==> src/ardv_pkg.sv <==
package ardv_pkg;
  // register indices; byte address is four times the index
  localparam logic [3:0] IDX_DATA     = 4'h0;
  localparam logic [3:0] IDX_FEATURE  = 4'h1;
  localparam logic [3:0] IDX_SEC_CNT  = 4'h2;
  localparam logic [3:0] IDX_SEC_IDX  = 4'h3;
  localparam logic [3:0] IDX_TRK_LO   = 4'h4;
  localparam logic [3:0] IDX_TRK_HI   = 4'h5;
  localparam logic [3:0] IDX_DRV_HEAD = 4'h6;
  localparam logic [3:0] IDX_OPCODE   = 4'h7;
  localparam logic [3:0] IDX_STATUS   = 4'h8;
  localparam logic [3:0] IDX_ERROR    = 4'h9;

  // opcodes
  localparam logic [7:0] OP_READ_A   = 8'h20;
  localparam logic [7:0] OP_READ_B   = 8'h21;
  localparam logic [7:0] OP_VERIFY_A = 8'h40;
  localparam logic [7:0] OP_VERIFY_B = 8'h41;
  localparam logic [3:0] OP_RECAL_HI = 4'h1;
  localparam logic [7:0] OP_SENSE    = 8'h03;

  // extended error codes
  localparam logic [7:0] EXT_NONE      = 8'h00;
  localparam logic [7:0] EXT_SELF_OK   = 8'h01;
  localparam logic [7:0] EXT_MISC      = 8'h09;
  localparam logic [7:0] EXT_BAD_OP    = 8'h20;
  localparam logic [7:0] EXT_BAD_ADDR  = 8'h21;
  localparam logic [7:0] EXT_ADDR_OVF  = 8'h2f;
  localparam logic [7:0] EXT_ECC_HARD  = 8'h11;
  localparam logic [7:0] EXT_ECC_FIXED = 8'h18;
  localparam logic [7:0] EXT_ABORTED   = 8'h1f;

  // status bit positions and error flag
  localparam int         ST_BUSY   = 7;
  localparam int         ST_DRQ    = 3;
  localparam int         ST_IRQ    = 1;
  localparam int         ST_ERR    = 0;
  localparam logic [7:0] ERR_ABORT = 8'h04;

  // sector geometry and reset values
  localparam logic [6:0] LAST_WORD  = 7'h7f;
  localparam logic [8:0] COUNT_256  = 9'h100;
  localparam logic [8:0] COUNT_ONE  = 9'h001;
  localparam logic [7:0] TF_RESET   = 8'h00;
  localparam logic [1:0] RESP_OKAY  = 2'b00;
  localparam logic [1:0] RESP_SLV   = 2'b10;

  typedef enum logic [1:0] {
    ARDV_IDLE  = 2'b00,
    ARDV_FETCH = 2'b01,
    ARDV_XFER  = 2'b11
  } ardv_state_t;

  // address handed to the media engine
  typedef struct packed {
    logic        lba_mode;
    logic [27:0] lba;
    logic [15:0] track;
    logic [3:0]  head;
    logic [7:0]  sector;
  } ardv_media_addr_t;
endpackage : ardv_pkg

==> src/ardv_cmd_core.sv <==
`timescale 1ns/1ps
// Behaviour
// - opcode 20h or 21h reads sector count sectors; zero means 256
// - read starts at sector index, track and head or linear address fields
// - per sector: busy, fill buffer, DRQ, release busy, interrupt, in order
// - good read leaves address registers on last delivered sector
// - read error stops at failing sector, keeps its address and data
// - verify 40h or 41h acts as read but never sets DRQ
// - verify sets busy, then one interrupt once all sectors checked
// - good verify leaves address registers on last checked sector
// - verify error loads failing address and count of sectors left, failing one included
// - any opcode 1Xh is a no-operation recalibrate
// - request sense puts previous extended error code in error register
// - codes 00h no error, 01h self test ok, 09h miscellaneous
// - codes 20h bad opcode, 21h bad head or sector, 2Fh overflow
// - codes 11h, 18h ECC, 10h or 14h not found, 1Fh aborted
// - self test failures use 05h, 30h-34h, 37h or 3Eh
// - voltage out of tolerance uses 35h or 36h
// - 03h write fail, 3Ah spares, 22h power level, media format codes
// - linear address bits split over head, track high, track low, sector
module ardv_cmd_core #(
  parameter int         ADDR_W     = 6,
  parameter logic [7:0] TRACK_SECS = 8'd32,
  parameter logic [3:0] HEAD_LAST  = 4'd15,
  parameter logic [15:0] TRACKS    = 16'd1024,
  parameter logic [27:0] LBA_LIMIT = 28'h0080000
) (
  // clock and reset
  input  wire logic                     clk,
  input  wire logic                     rstn,
  // axi4-lite write channels
  input  wire logic [ADDR_W-1:0]        s_axi_awaddr,
  input  wire logic                     s_axi_awvalid,
  output logic                          s_axi_awready,
  input  wire logic [31:0]              s_axi_wdata,
  input  wire logic [3:0]               s_axi_wstrb,
  input  wire logic                     s_axi_wvalid,
  output logic                          s_axi_wready,
  output logic [1:0]                    s_axi_bresp,
  output logic                          s_axi_bvalid,
  input  wire logic                     s_axi_bready,
  // axi4-lite read channels
  input  wire logic [ADDR_W-1:0]        s_axi_araddr,
  input  wire logic                     s_axi_arvalid,
  output logic                          s_axi_arready,
  output logic [31:0]                   s_axi_rdata,
  output logic [1:0]                    s_axi_rresp,
  output logic                          s_axi_rvalid,
  input  wire logic                     s_axi_rready,
  // media engine
  output logic                          media_req,
  output ardv_pkg::ardv_media_addr_t    media_addr,
  input  wire logic                     media_wvalid,
  input  wire logic [31:0]              media_wdata,
  input  wire logic                     media_done,
  input  wire logic [7:0]               media_code,
  // host interrupt line
  output logic                          intrq
);
  ardv_pkg::ardv_state_t state;
  logic [7:0]  feature_param, sector_count, start_sector_index, track_addr_low, track_addr_high, drive_head_select;
  logic [7:0]  error_reg, last_code, chk_code, opcode;
  logic        busy, drq, err, op_verify, irq_evt, aw_held, w_held;
  logic [8:0]  remaining;
  logic [6:0]  wr_ptr, rd_ptr;
  logic [31:0] w_data, sector_buf [0:127];
  logic [3:0]  aw_idx, ar_idx, w_strb;
  logic        wr_fire, rd_take, cmd_go, drain_done, adv, ver_fail, last_sec, is_read, is_ver;
  logic [27:0] lba;

  // write address and data are caught apart, answered together
  assign s_axi_awready = !aw_held;
  assign s_axi_wready  = !w_held;
  assign wr_fire       = aw_held && w_held && !s_axi_bvalid;

  always_ff @(posedge clk or negedge rstn) begin
    if (!rstn) begin
      aw_held      <= 1'b0;
      w_held       <= 1'b0;
      aw_idx       <= 4'h0;
      w_data       <= 32'h0000_0000;
      w_strb       <= 4'h0;
      s_axi_bvalid <= 1'b0;
      s_axi_bresp  <= ardv_pkg::RESP_OKAY;
    end else begin
      if (s_axi_awvalid && s_axi_awready) begin
        aw_held <= 1'b1;
        aw_idx  <= s_axi_awaddr[5:2];
      end
      if (s_axi_wvalid && s_axi_wready) begin
        w_held <= 1'b1;
        w_data <= s_axi_wdata;
        w_strb <= s_axi_wstrb;
      end
      if (wr_fire) begin
        aw_held      <= 1'b0;
        w_held       <= 1'b0;
        s_axi_bvalid <= 1'b1;
        s_axi_bresp  <= (aw_idx > ardv_pkg::IDX_ERROR) ? ardv_pkg::RESP_SLV : ardv_pkg::RESP_OKAY;
      end else if (s_axi_bready) begin
        s_axi_bvalid <= 1'b0;
      end
    end
  end

  // decode of a command write; only taken while idle
  assign opcode  = w_data[7:0];
  assign cmd_go  = wr_fire && aw_idx == ardv_pkg::IDX_OPCODE && w_strb[0] && state == ardv_pkg::ARDV_IDLE;
  assign is_read = opcode == ardv_pkg::OP_READ_A || opcode == ardv_pkg::OP_READ_B;
  assign is_ver  = opcode == ardv_pkg::OP_VERIFY_A || opcode == ardv_pkg::OP_VERIFY_B;
  assign lba     = {drive_head_select[3:0], track_addr_high, track_addr_low, start_sector_index};

  // range check of the start address before any media access
  always_comb begin
    chk_code = ardv_pkg::EXT_NONE;
    if (drive_head_select[6]) begin
      if (lba >= LBA_LIMIT) chk_code = ardv_pkg::EXT_ADDR_OVF;
    end else if (start_sector_index == 8'h00 || start_sector_index > TRACK_SECS ||
                 drive_head_select[3:0] > HEAD_LAST || {track_addr_high, track_addr_low} >= TRACKS) begin
      chk_code = ardv_pkg::EXT_BAD_ADDR;
    end
  end

  // media address straight from the task file flops
  assign media_addr = '{lba_mode: drive_head_select[6], lba: lba,
                        track: {track_addr_high, track_addr_low},
                        head: drive_head_select[3:0], sector: start_sector_index};

  assign last_sec   = remaining == ardv_pkg::COUNT_ONE;
  assign drain_done = rd_take && ar_idx == ardv_pkg::IDX_DATA && drq && rd_ptr == ardv_pkg::LAST_WORD;
  assign adv        = (state == ardv_pkg::ARDV_FETCH && media_done && media_code == ardv_pkg::EXT_NONE &&
                       op_verify && !last_sec) ||
                      (state == ardv_pkg::ARDV_XFER && drain_done && !err && !last_sec);
  assign ver_fail   = state == ardv_pkg::ARDV_FETCH && media_done && media_code != ardv_pkg::EXT_NONE && op_verify;

  // task file; host writes only while idle, the engine steps the address
  always_ff @(posedge clk or negedge rstn) begin
    if (!rstn) begin
      feature_param      <= ardv_pkg::TF_RESET;
      sector_count       <= ardv_pkg::TF_RESET;
      start_sector_index <= ardv_pkg::TF_RESET;
      track_addr_low     <= ardv_pkg::TF_RESET;
      track_addr_high    <= ardv_pkg::TF_RESET;
      drive_head_select  <= ardv_pkg::TF_RESET;
    end else if (adv) begin
      // address moves only when another sector follows, so it ends on the last one
      if (drive_head_select[6]) begin
        {drive_head_select[3:0], track_addr_high, track_addr_low, start_sector_index} <= lba + 28'h1;
      end else if (start_sector_index == TRACK_SECS) begin
        start_sector_index <= 8'h01;
        if (drive_head_select[3:0] == HEAD_LAST) begin
          drive_head_select[3:0]            <= 4'h0;
          {track_addr_high, track_addr_low} <= {track_addr_high, track_addr_low} + 16'h1;
        end else begin
          drive_head_select[3:0] <= drive_head_select[3:0] + 4'h1;
        end
      end else begin
        start_sector_index <= start_sector_index + 8'h01;
      end
    end else if (ver_fail) begin
      sector_count <= remaining[7:0];
    end else if (wr_fire && w_strb[0] && state == ardv_pkg::ARDV_IDLE) begin
      case (aw_idx)
        ardv_pkg::IDX_FEATURE:  feature_param      <= w_data[7:0];
        ardv_pkg::IDX_SEC_CNT:  sector_count       <= w_data[7:0];
        ardv_pkg::IDX_SEC_IDX:  start_sector_index <= w_data[7:0];
        ardv_pkg::IDX_TRK_LO:   track_addr_low     <= w_data[7:0];
        ardv_pkg::IDX_TRK_HI:   track_addr_high    <= w_data[7:0];
        ardv_pkg::IDX_DRV_HEAD: drive_head_select  <= w_data[7:0];
        default: ;
      endcase
    end
  end

  // command sequencer
  always_ff @(posedge clk or negedge rstn) begin
    if (!rstn) begin
      state     <= ardv_pkg::ARDV_IDLE;
      busy      <= 1'b0;
      drq       <= 1'b0;
      err       <= 1'b0;
      op_verify <= 1'b0;
      remaining <= 9'h000;
      media_req <= 1'b0;
      irq_evt   <= 1'b0;
      last_code <= ardv_pkg::EXT_NONE;
      error_reg <= ardv_pkg::TF_RESET;
    end else begin
      media_req <= 1'b0;
      irq_evt   <= 1'b0;
      case (state)
        ardv_pkg::ARDV_IDLE: begin
          if (cmd_go) begin
            err       <= 1'b0;
            error_reg <= ardv_pkg::TF_RESET;
            if ((is_read || is_ver) && chk_code != ardv_pkg::EXT_NONE) begin
              err       <= 1'b1;
              error_reg <= ardv_pkg::ERR_ABORT;
              last_code <= chk_code;
              irq_evt   <= 1'b1;
            end else if (is_read || is_ver) begin
              busy      <= 1'b1;
              op_verify <= is_ver;
              remaining <= (sector_count == 8'h00) ? ardv_pkg::COUNT_256 : {1'b0, sector_count};
              media_req <= 1'b1;
              state     <= ardv_pkg::ARDV_FETCH;
            end else if (opcode[7:4] == ardv_pkg::OP_RECAL_HI) begin
              last_code <= ardv_pkg::EXT_NONE;
              irq_evt   <= 1'b1;
            end else if (opcode == ardv_pkg::OP_SENSE) begin
              error_reg <= last_code;
              last_code <= ardv_pkg::EXT_NONE;
              irq_evt   <= 1'b1;
            end else begin
              err       <= 1'b1;
              error_reg <= ardv_pkg::ERR_ABORT;
              last_code <= ardv_pkg::EXT_BAD_OP;
              irq_evt   <= 1'b1;
            end
          end
        end
        ardv_pkg::ARDV_FETCH: begin
          if (media_done) begin
            if (media_code != ardv_pkg::EXT_NONE) begin
              // media engine reports its own code unchanged
              err       <= 1'b1;
              error_reg <= ardv_pkg::ERR_ABORT;
              last_code <= media_code;
            end
            if (op_verify) begin
              if (media_code != ardv_pkg::EXT_NONE || last_sec) begin
                busy    <= 1'b0;
                irq_evt <= 1'b1;
                state   <= ardv_pkg::ARDV_IDLE;
                if (media_code == ardv_pkg::EXT_NONE) last_code <= ardv_pkg::EXT_NONE;
              end else begin
                remaining <= remaining - 9'h001;
                media_req <= 1'b1;
              end
            end else begin
              drq   <= 1'b1;
              state <= ardv_pkg::ARDV_XFER;
            end
          end
        end
        ardv_pkg::ARDV_XFER: begin
          if (busy) begin
            busy    <= 1'b0;
            irq_evt <= 1'b1;
          end
          if (drain_done) begin
            drq <= 1'b0;
            if (err || last_sec) begin
              state <= ardv_pkg::ARDV_IDLE;
              if (!err) last_code <= ardv_pkg::EXT_NONE;
            end else begin
              busy      <= 1'b1;
              remaining <= remaining - 9'h001;
              media_req <= 1'b1;
              state     <= ardv_pkg::ARDV_FETCH;
            end
          end
        end
        default: state <= ardv_pkg::ARDV_IDLE;
      endcase
    end
  end

  // interrupt line; a status read clears it, a new event wins
  always_ff @(posedge clk or negedge rstn) begin
    if (!rstn) begin
      intrq <= 1'b0;
    end else if (irq_evt) begin
      intrq <= 1'b1;
    end else if (rd_take && ar_idx == ardv_pkg::IDX_STATUS) begin
      intrq <= 1'b0;
    end
  end

  // sector buffer fill; the failing sector stays in place for the host
  always_ff @(posedge clk or negedge rstn) begin
    if (!rstn) begin
      wr_ptr <= 7'h00;
    end else if (media_req) begin
      wr_ptr <= 7'h00;
    end else if (media_wvalid) begin
      wr_ptr <= wr_ptr + 7'h01;
    end
  end
  always_ff @(posedge clk) begin
    if (media_wvalid && !media_req) sector_buf[wr_ptr] <= media_wdata;
  end

  // register reads; data reads pop the buffer only while DRQ stands
  assign s_axi_arready = !s_axi_rvalid;
  assign rd_take       = s_axi_arvalid && s_axi_arready;
  assign ar_idx        = s_axi_araddr[5:2];

  always_ff @(posedge clk or negedge rstn) begin
    if (!rstn) begin
      s_axi_rvalid <= 1'b0;
      s_axi_rdata  <= 32'h0000_0000;
      s_axi_rresp  <= ardv_pkg::RESP_OKAY;
      rd_ptr       <= 7'h00;
    end else begin
      if (state == ardv_pkg::ARDV_FETCH && media_done) rd_ptr <= 7'h00;
      if (rd_take) begin
        s_axi_rvalid <= 1'b1;
        s_axi_rresp  <= ardv_pkg::RESP_OKAY;
        s_axi_rdata  <= 32'h0000_0000;
        case (ar_idx)
          ardv_pkg::IDX_DATA: begin
            if (drq) begin
              s_axi_rdata <= sector_buf[rd_ptr];
              rd_ptr      <= rd_ptr + 7'h01;
            end
          end
          ardv_pkg::IDX_FEATURE:  s_axi_rdata[7:0] <= feature_param;
          ardv_pkg::IDX_SEC_CNT:  s_axi_rdata[7:0] <= sector_count;
          ardv_pkg::IDX_SEC_IDX:  s_axi_rdata[7:0] <= start_sector_index;
          ardv_pkg::IDX_TRK_LO:   s_axi_rdata[7:0] <= track_addr_low;
          ardv_pkg::IDX_TRK_HI:   s_axi_rdata[7:0] <= track_addr_high;
          ardv_pkg::IDX_DRV_HEAD: s_axi_rdata[7:0] <= drive_head_select;
          ardv_pkg::IDX_OPCODE:   s_axi_rdata[7:0] <= 8'h00;
          ardv_pkg::IDX_STATUS: begin
            s_axi_rdata[ardv_pkg::ST_BUSY] <= busy;
            s_axi_rdata[ardv_pkg::ST_DRQ]  <= drq;
            s_axi_rdata[ardv_pkg::ST_IRQ]  <= intrq;
            s_axi_rdata[ardv_pkg::ST_ERR]  <= err;
          end
          ardv_pkg::IDX_ERROR:    s_axi_rdata[7:0] <= error_reg;
          default:                s_axi_rresp <= ardv_pkg::RESP_SLV;
        endcase
      end else if (s_axi_rready) begin
        s_axi_rvalid <= 1'b0;
      end
    end
  end

  // checks
  a_verify_no_drq: assert property (@(posedge clk) disable iff (!rstn)
    op_verify && state != ardv_pkg::ARDV_IDLE |-> !drq) else $error("drq during verify");
  a_drq_under_busy: assert property (@(posedge clk) disable iff (!rstn)
    $rose(drq) |-> busy ##1 !busy ##1 intrq) else $error("drq, busy, irq order wrong");
  a_count_zero: assert property (@(posedge clk) disable iff (!rstn)
    cmd_go && (is_read || is_ver) && chk_code == 8'h00 && sector_count == 8'h00 |=> remaining == 9'h100)
    else $error("count zero not 256");
  a_read_starts: assert property (@(posedge clk) disable iff (!rstn)
    cmd_go && (is_read || is_ver) && chk_code == 8'h00 |=> busy && media_req) else $error("no start");
  a_recal_quick: assert property (@(posedge clk) disable iff (!rstn)
    cmd_go && opcode[7:4] == 4'h1 |=> !busy && !err ##1 intrq) else $error("recalibrate slow");
  a_sense_code: assert property (@(posedge clk) disable iff (!rstn)
    cmd_go && opcode == 8'h03 |=> error_reg == $past(last_code)) else $error("sense code lost");
  a_bad_opcode: assert property (@(posedge clk) disable iff (!rstn)
    cmd_go && !is_read && !is_ver && opcode[7:4] != 4'h1 && opcode != 8'h03 |=> last_code == 8'h20 && err)
    else $error("bad opcode code");
  a_verify_left: assert property (@(posedge clk) disable iff (!rstn)
    ver_fail |=> sector_count == $past(remaining[7:0]) && !busy) else $error("unchecked count wrong");
  a_lba_split: assert property (@(posedge clk) disable iff (!rstn)
    adv && drive_head_select[6] |=> lba == $past(lba) + 28'h1) else $error("lba step wrong");
  a_error_holds: assert property (@(posedge clk) disable iff (!rstn)
    state == ardv_pkg::ARDV_XFER && err |-> $stable(start_sector_index) && $stable(track_addr_low))
    else $error("failing address moved");
  a_one_irq_verify: assert property (@(posedge clk) disable iff (!rstn)
    op_verify && state == ardv_pkg::ARDV_FETCH && media_done && media_code == 8'h00 && !last_sec |=> !irq_evt)
    else $error("verify irq per sector");
endmodule : ardv_cmd_core

==> config.mk <==
export PLATFORM = sky130hd
export DESIGN_NAME = ardv_cmd_core
export DESIGN_NICKNAME = d
export VERILOG_FILES = /design/src/ardv_pkg.sv /design/src/ardv_cmd_core.sv
export SDC_FILE = /design/constraint.sdc
export NUM_CORES = 2
export LEC_CHECK = 0
export ABC_AREA = 0
export ABC_CLOCK_PERIOD_IN_PS = 6500
export CORE_UTILIZATION = 30
export DETAILED_ROUTE_END_ITERATION = 12
export DONT_BUFFER_PORTS = 1
export GPL_ROUTABILITY_DRIVEN = 0
export MAX_ROUTING_LAYER = met4
export PLACE_DENSITY_LB_ADDON = 0.12
export SETUP_SLACK_MARGIN = 0.4
export SYNTH_ARGS = -nofsm -noshare
export SYNTH_HDL_FRONTEND = slang
export SYNTH_SLANG_ARGS = --single-unit
==> constraint.sdc <==
create_clock -name clk -period 6.5 [get_ports clk]
set_input_delay 0.975 -clock clk [delete_from_list [all_inputs] [get_ports clk]]
set_output_delay 0.975 -clock clk [all_outputs]
set_load 0.01 [all_outputs]
* Word-level counts from Yosys, hierarchy flattened *
Memory sizes are Yosys's and may differ from the RTL's.
Index checks and enable logic that the tools add are counted.

word-level totals
  input bits = 97
  output and inout bits = 100
  memories = 1
  flip-flop bits (word level) = 149
  logic and storage cells = 308
  RAM bits = 4,096

memories
  memory      depth  width  read ports  clocked after memory_dff  wr ports  RTL line             RTL
  sector_buf  128    32     1           0                         1         ardv_cmd_core.sv:66  logic [31:0] w_data, sector_buf [0:127];

cells by class
  mux-type cells = 137
  reductions and logical operators = 79
  equality and inequality tests = 46
  bitwise logic cells = 3
  order comparisons = 5
  add/sub/neg operators = 7

operator list
  kind                                                                                   number
  8-bit two-way mux                                                                      41
  9-bit two-way mux                                                                      9
  1-bit two-way mux                                                                      44
  7-bit two-way mux                                                                      6
  4-bit by 3-bit == test with 1-bit output, second input constant                        8
  32-bit two-way mux                                                                     1
  6-bit two-way mux                                                                      5
  2-bit nonzero test                                                                     15
  28-bit by 1-bit adder with 28-bit output, second input constant                        1
  28-bit by 20-bit greater-or-equal comparator with 1-bit output, second input constant  1
  4-bit two-way mux                                                                      7
  9-bit case mux with 3 select lines                                                     1
  1-bit logical AND                                                                      25
  8-bit by 6-bit == test with 1-bit output, second input constant                        3
  8-bit zero test                                                                        3
  24-bit two-way mux                                                                     1
  2-bit inequality test, second input constant                                           12
  3-bit case mux with 8 select lines                                                     1
  8-bit case mux with 3 select lines                                                     1
  4-bit AND reduction                                                                    6
  2-bit two-way mux                                                                      9
  1-bit case mux with 9 select lines                                                     2
  2-bit case mux with 9 select lines                                                     1
  16-bit by 1-bit adder with 16-bit output, second input constant                        1
  other kinds (37)                                                                       73

* Logic depth before layout (Yosys ltp) *
  word-level depth = 11
  mapped depth = 13
  gate-level depth less buffers = 8

* Worst setup path after synthesis *
OpenSTA, ideal clock, no wires.

  kind = input port to flip-flop
  start = input media_wvalid
  end = memory sector_buf[81][0] (netlist bit) (enable)
  data required time = 6.039 ns
  setup slack = 2.362 ns
  path buffers = 0
  cell stages on the path = 3
  setup time = 0.461 ns
  arrival time = 3.677 ns
  cells stage by stage = nor2b_1 -> nand4_1 -> nor3_1

on the way
  longest elaborated chain between the ends = 3

ends and longest elaborated chain
  what                                     RTL line              RTL
  start, declared                          ardv_cmd_core.sv:53   input wire logic media_wvalid,
  1-bit logical AND                        ardv_cmd_core.sv:291  if (media_wvalid && !media_req) sector_buf[wr_ptr] <= media_wdata;
  1-bit two-way mux                        ardv_cmd_core.sv:291
  1-bit two-way mux (implied by the code)  ardv_cmd_core.sv:291
  end, declared                            ardv_cmd_core.sv:66

Every way passes these cells.

* Worst setup path in the final report *
  start = register rd_ptr[0]
  end = register track_addr_low[2]

on the way
  longest elaborated chain between the ends = 8
  elaborated cells on any way between the ends = 13
  those cells by class = 4 x eq/ne; 1 x mux; 8 x reduce/logical

ends and longest elaborated chain
  what                                                                                       RTL line              RTL
  start, declared                                                                            ardv_cmd_core.sv:65   logic [6:0] wr_ptr, rd_ptr;
  start signal, assigned                                                                     ardv_cmd_core.sv:315  rd_ptr <= rd_ptr + 7'h01;
  7-bit == test *                                                                            ardv_cmd_core.sv:130  assign drain_done = rd_take && ar_idx == ardv_pkg::IDX_DATA && drq && rd_ptr == ardv_pkg::LAST_WORD;
  1-bit logical AND *                                                                        ardv_cmd_core.sv:130
  1-bit logical AND * (3 in series)                                                          ardv_cmd_core.sv:133  (state == ardv_pkg::ARDV_XFER && drain_done && !err && !last_sec);
  1-bit logical OR *                                                                         ardv_cmd_core.sv:132  op_verify && !last_sec) ||
  3-bit by 2-bit inequality test with 1-bit output (no source line) (tied with other cells)  -
  5-bit AND reduction (no source line)                                                       -
  end signal, assigned                                                                       ardv_cmd_core.sv:142  track_addr_low <= ardv_pkg::TF_RESET;
  end signal, assigned                                                                       ardv_cmd_core.sv:148  {drive_head_select[3:0], track_addr_high, track_addr_low, start_sector_index} <= lba + 28'h1;
  end signal, assigned                                                                       ardv_cmd_core.sv:153  {track_addr_high, track_addr_low} <= {track_addr_high, track_addr_low} + 16'h1;
  end, declared                                                                              ardv_cmd_core.sv:61   logic [7:0] feature_param, sector_count, start_sector_index, track_addr_low, track_addr_high, drive_head_selec ...

Mark *: on every way between the ends. The rest lies on a longest branch, timed or not.
A chain may end at the register's enable or synchronous reset.

==> report_table.html <==
<table>
<tr><th>Metric</th><th>Value</th></tr>
<tr><th colspan="2">Run status</th></tr>
<tr><td>Outcome</td><td>complete, no violations</td></tr>
<tr><th colspan="2">Drt</th></tr>
<tr><td>Number of routed nets with antenna violations</td><td>0</td></tr>
<tr><td>Count of unresolved DRC violations after routing</td><td>0</td></tr>
<tr><td>Per-cell routed wire length</td><td>32.69 um</td></tr>
<tr><td>Detailed-route vias per instance</td><td>5.130</td></tr>
<tr><td>Total detailed-routing wirelength</td><td>502700 um</td></tr>
<tr><td>Routed via count</td><td>78.89k</td></tr>
<tr><td>Initial drt markers</td><td>8354</td></tr>
<tr><td>Number of iterations in the first detailed-routing pass</td><td>6</td></tr>
<tr><th colspan="2">Logic synthesis</th></tr>
<tr><td>Top cell type's share of synthesized area</td><td>74.64%</td></tr>
<tr><td>Cell type with the highest aggregate area in the netlist</td><td>edfxtp_1</td></tr>
<tr><td>EDFF count, synth</td><td>4096</td></tr>
<tr><td>Post-synthesis sequential area ratio</td><td>76.87%</td></tr>
<tr><td>Syn Area/Cell</td><td>22.28 um2</td></tr>
<tr><td>Flip-flop and latch count after synthesis</td><td>4243</td></tr>
<tr><td>Distinct cell type count after synthesis</td><td>79</td></tr>
<tr><td>Count of yosys warnings during synthesis</td><td>0</td></tr>
<tr><td>Post-synthesis instance area</td><td>0.1648 mm2</td></tr>
<tr><td>Dominant register cell in the synthesized netlist</td><td>edfxtp_1</td></tr>
<tr><td>Largest cells by area after synthesis</td><td>edfxtp_1 75%, mux4_2 16%, dfrtp_1 2.2%</td></tr>
<tr><td>Post-Syn Instances</td><td>7397</td></tr>
<tr><td>Share of flip-flops with an asynchronous set or reset after synthesis</td><td>3.465%</td></tr>
<tr><td>Leading cell types by count after synthesis</td><td>4096 x edfxtp_1, 1176 x mux4_2, 299 x nand2_1</td></tr>
<tr><td>Most frequent cell after synthesis</td><td>edfxtp_1</td></tr>
<tr><th colspan="2">Cells and area</th></tr>
<tr><td>Layout cells sized above 1</td><td>28.37%</td></tr>
<tr><td>Largest registers</td><td>sector_buf x4096, s_axi_rdata x32, remaining x9</td></tr>
<tr><td># nets final</td><td>7832</td></tr>
<tr><td>Syn-to-layout area delta</td><td>15.12%</td></tr>
<tr><td>Largest register by flop count</td><td>sector_buf</td></tr>
<tr><td>Post-route design area</td><td>0.1897 mm2</td></tr>
<tr><td>Flip-flop count of the largest register after layout</td><td>4096</td></tr>
<tr><th colspan="2">Pwr</th></tr>
<tr><td>LEAKAGE</td><td>57.71 nW</td></tr>
<tr><td>Total power density per cell area</td><td>314.8 mW/mm2</td></tr>
<tr><td>Worst VDD drop</td><td>0.0002463 V</td></tr>
<tr><th colspan="2">Worst setup path</th></tr>
<tr><td>Endpoint kind of the worst setup timing path</td><td>flip-flop</td></tr>
<tr><td>Cell family with most CP delay</td><td>simple AND/OR/NAND/NOR gates</td></tr>
<tr><td>Worst r2r path cells</td><td>8</td></tr>
<tr><td>Worst reg-to-reg setup slack</td><td>1900 ps</td></tr>
<tr><td>CP cell instances</td><td>buf_4 -&gt; ha_1 -&gt; and3_1 -&gt; and3_1 -&gt; a31oi_1 -&gt; nor2_2 -&gt; a41oi_1 -&gt; o22a_1</td></tr>
<tr><td>Highest net fanout along the worst path</td><td>33</td></tr>
<tr><td>Worst Setup Start Kind</td><td>flip-flop</td></tr>
<tr><td>Slowest CP cell</td><td>nor2_2</td></tr>
<tr><td>Largest stage delay, worst path</td><td>1110 ps</td></tr>
<tr><td>WP buf/inv</td><td>1</td></tr>
<tr><td>WS Path Type</td><td>flip-flop to flip-flop</td></tr>
<tr><td>Required time reported for the critical path endpoint</td><td>7390 ps</td></tr>
<tr><td>Arrival time worst endpoint</td><td>5490 ps</td></tr>
<tr><td>R2R Path Start</td><td>rd_ptr[0]$_DFF_PN0_</td></tr>
<tr><td>Cell type with the highest occurrence count on the critical path</td><td>and3_1</td></tr>
<tr><td>Endpoint of the worst register-to-register path</td><td>track_addr_low[2]$_DFFE_PN0P_</td></tr>
<tr><th colspan="2">Clock tree</th></tr>
<tr><td>Number of H-tree branching levels</td><td>5</td></tr>
<tr><td>Clk sink count</td><td>4243</td></tr>
<tr><td>Clock latency on the worst-skew pair</td><td>1040 ps</td></tr>
<tr><td>Cts bufs inserted</td><td>462</td></tr>
<tr><td>Buffers inserted during post-CTS setup optimization</td><td>0</td></tr>
<tr><td>Clock-pin slew reported for the worst setup and hold paths after clock tree synthesis</td><td>70 ps</td></tr>
<tr><td>TritonCTS clock tree</td><td>done</td></tr>
<tr><td>Buffers from clock root to sink, at most</td><td>4</td></tr>
<tr><td>Count of instances resized after the clock tree is built</td><td>0</td></tr>
<tr><td>Post-cts hold buffer count</td><td>27</td></tr>
<tr><td>CTS root buffer</td><td>clkbuf_16</td></tr>
<tr><th colspan="2">STA</th></tr>
<tr><td>Final setup skew</td><td>65.76 ps</td></tr>
<tr><td>Relative slew margins</td><td>8.295%</td></tr>
<tr><td>RSZ-0062 raised after global routing</td><td>no</td></tr>
<tr><td>Final critical-path required period</td><td>4598 ps</td></tr>
<tr><td>Highest Clock Rate</td><td>0.2175 GHz</td></tr>
<tr><td>Final hold vios</td><td>0</td></tr>
<tr><td>Max Transition Viols Final</td><td>0</td></tr>
<tr><td>Worst slew pin tran</td><td>1374 ps</td></tr>
<tr><td>Final period utilization</td><td>70.75%</td></tr>
<tr><td>Sum of negative setup slack</td><td>0 ps</td></tr>
<tr><td>Setup Viol. Count Final</td><td>0</td></tr>
<tr><th colspan="2">Global routing</th></tr>
<tr><td>Grt ovf</td><td>0</td></tr>
<tr><td>Global routing usage summed across all routing layers</td><td>18.45%</td></tr>
<tr><td>Global routing's busiest layer</td><td>met2</td></tr>
<tr><td>Global-route met3 utilization</td><td>2.507%</td></tr>
<tr><td>Initial antenna violation count</td><td>50</td></tr>
<tr><td>Met2 demand-to-capacity share in global routing</td><td>29.15%</td></tr>
<tr><td>Number of global-route vias before repair</td><td>81.63k</td></tr>
<tr><td>Wire length of the first global-routing pass</td><td>690300 um</td></tr>
<tr><td>Largest net degree at the start of global routing</td><td>148</td></tr>
<tr><td>GR Util met1</td><td>25.31%</td></tr>
<tr><th colspan="2">Die</th></tr>
<tr><td>Row count</td><td>271</td></tr>
<tr><td>Die W</td><td>743.1 um</td></tr>
<tr><td>Standard cell core area</td><td>0.5459 mm2</td></tr>
<tr><td>IO Count</td><td>197</td></tr>
<tr><td>Die Outline Area</td><td>0.5522 mm2</td></tr>
<tr><td>Starting density of the core</td><td>30.18%</td></tr>
<tr><td>Vertical die dimension</td><td>743.1 um</td></tr>
<tr><th colspan="2">Placed design</th></tr>
<tr><td>Area of placed instances</td><td>0.1750 mm2</td></tr>
<tr><td>Detailed placer's ending HPWL</td><td>280900 um</td></tr>
<tr><td>Number of buffer cells added on primary ports</td><td>0</td></tr>
<tr><th colspan="2">Worst hold path</th></tr>
<tr><td>Startpoint of the tightest hold check path</td><td>media_wdata[4]</td></tr>
<tr><td>Number of cells traversed by the worst hold path</td><td>0</td></tr>
<tr><td>Path category of the worst min-delay check</td><td>input port to flip-flop</td></tr>
<tr><td>Destination of the worst hold path</td><td>sector_buf[17][4]$_DFFE_PP_</td></tr>
<tr><th colspan="2">Job</th></tr>
<tr><td>Max-cap violations</td><td>0</td></tr>
</table>
where the power goes:
part / switching, mW / internal (mW) / total [mW] / leakage (nW)
combinational: 1.99 / 1.10 / 3.09 / 12.0
clock: 10.9 / 14.3 / 25.2 / 6.95
sequential: 0.789 / 30.7 / 31.5 / 38.7
stage by stage:
step | std cells | worst slack (ps) | util (%) | hold slack [ps] | power (mW)
3_3_place_gp | 14470 | 1847 | 32.05 | 421.6 | 35.05
5_1_grt | 15340 | 1720 | 34.73 | 15.54 | 61.55
2_1_floorplan | 7398 | 2362 | - | 404.4 | 33.62
3_5_place_dp | 14470 | 1907 | 32.05 | 430.3 | 35.09
6_report | 15380 | 1902 | 34.75 | 77.04 | 59.71
4_1_cts | 15330 | 1888 | 34.73 | 0.2287 | 60.43
worst register-to-register path, delay by kind of cell (launching register included):
| family | cells | cell delay [ps] |
|---|---|---|
| DFF | 1 | 1080 |
| AOI/OAI and AO/OA | 3 | 870 |
| and+or+nand+nor | 3 | 1700 |
| adders and majority gates | 1 | 270 |
| buffers and inverters | 1 | 570 |
cells in the final DEF (no fill, tap or decap), types with 9 or more instances in the layout:
cell type	n
edfxtp_1	4096
mux4_2	1176
clkbuf_16	467
nand2_1	294
buf_4	246
mux2i_1	163
dfrtp_1	141
nor2_4	126
clkbuf_1	116
a21oi_1	110
o21ai_0	105
clkinv_1	91
nor2_1	83
clkinv_2	81
nand3_1	55
a22oi_1	54
diode_2	48
o221ai_1	48
mux2_2	41
nor3_1	40
o22ai_1	39
o21ai_1	35
inv_1	31
buf_12	30
bufinv_16	26
dlygate4sd3_1	24
nor2b_1	23
a31oi_1	22
clkinvlp_4	20
nor4_1	18
o22a_1	16
nand4_1	14
and3_1	13
a22o_1	13
o31ai_1	12
clkbuf_8	11
ha_1	10
nand2b_1	9
inv_6	9
area by class of cell:
class | count | area, um2
fillers | 50590 | 356200
repair buffers | 301 | 2715
inverters | 34 | 145.1
flip-flops and latches | 4243 | 126700
diodes | 48 | 120.1
well taps | 7234 | 9051
clock buffers | 594 | 12270
multi-input cells | 2683 | 36680
clock inverters | 241 | 2014
worst max path at each step:
stage / startpoint / endpoint / slack [ps] / cells after the start
global placement: rd_ptr[1]$_DFF_PN0_ / s_axi_rdata[13]$_DFFE_PN0N_ / 1850 / 9
finish: rd_ptr[0]$_DFF_PN0_ / track_addr_low[2]$_DFFE_PN0P_ / 1900 / 8
floorplan: media_wvalid / sector_buf[81][0]$_DFFE_PP_ / 2360 / 3
global route: rd_ptr[0]$_DFF_PN0_ / s_axi_rdata[4]$_DFFE_PN0N_ / 1720 / 8
CTS: rd_ptr[0]$_DFF_PN0_ / s_axi_rdata[13]$_DFFE_PN0N_ / 1890 / 7
detailed placement: rd_ptr[1]$_DFF_PN0_ / s_axi_rdata[18]$_DFFE_PN0N_ / 1910 / 9
routing by layer:
| layer | routed length [um] | vias up | part of all wire (%) |
|---|---|---|---|
| li1 | - | 32090 | - |
| met1 | 222000 | 43840 | 44 |
| met2 | 239900 | 2356 | 48 |
| met3 | 26460 | 600 | 5.3 |
| met4 | 14370 | 0 | 2.9 |
| met5 | 0 | - | 0 |
cells by family after synthesis:
group / synth area share, %
DFF: 76.87
muxes: 17.34
and+or+nand+nor: 2.011
AOI/OAI and AO/OA: 2.137
buffers and inverters: 1.503
adders and majority gates: 0.07593
xor gates and xnor gates: 0.05315
other: 0.002276
No activity file was read; power rests on OpenSTA's default activity.
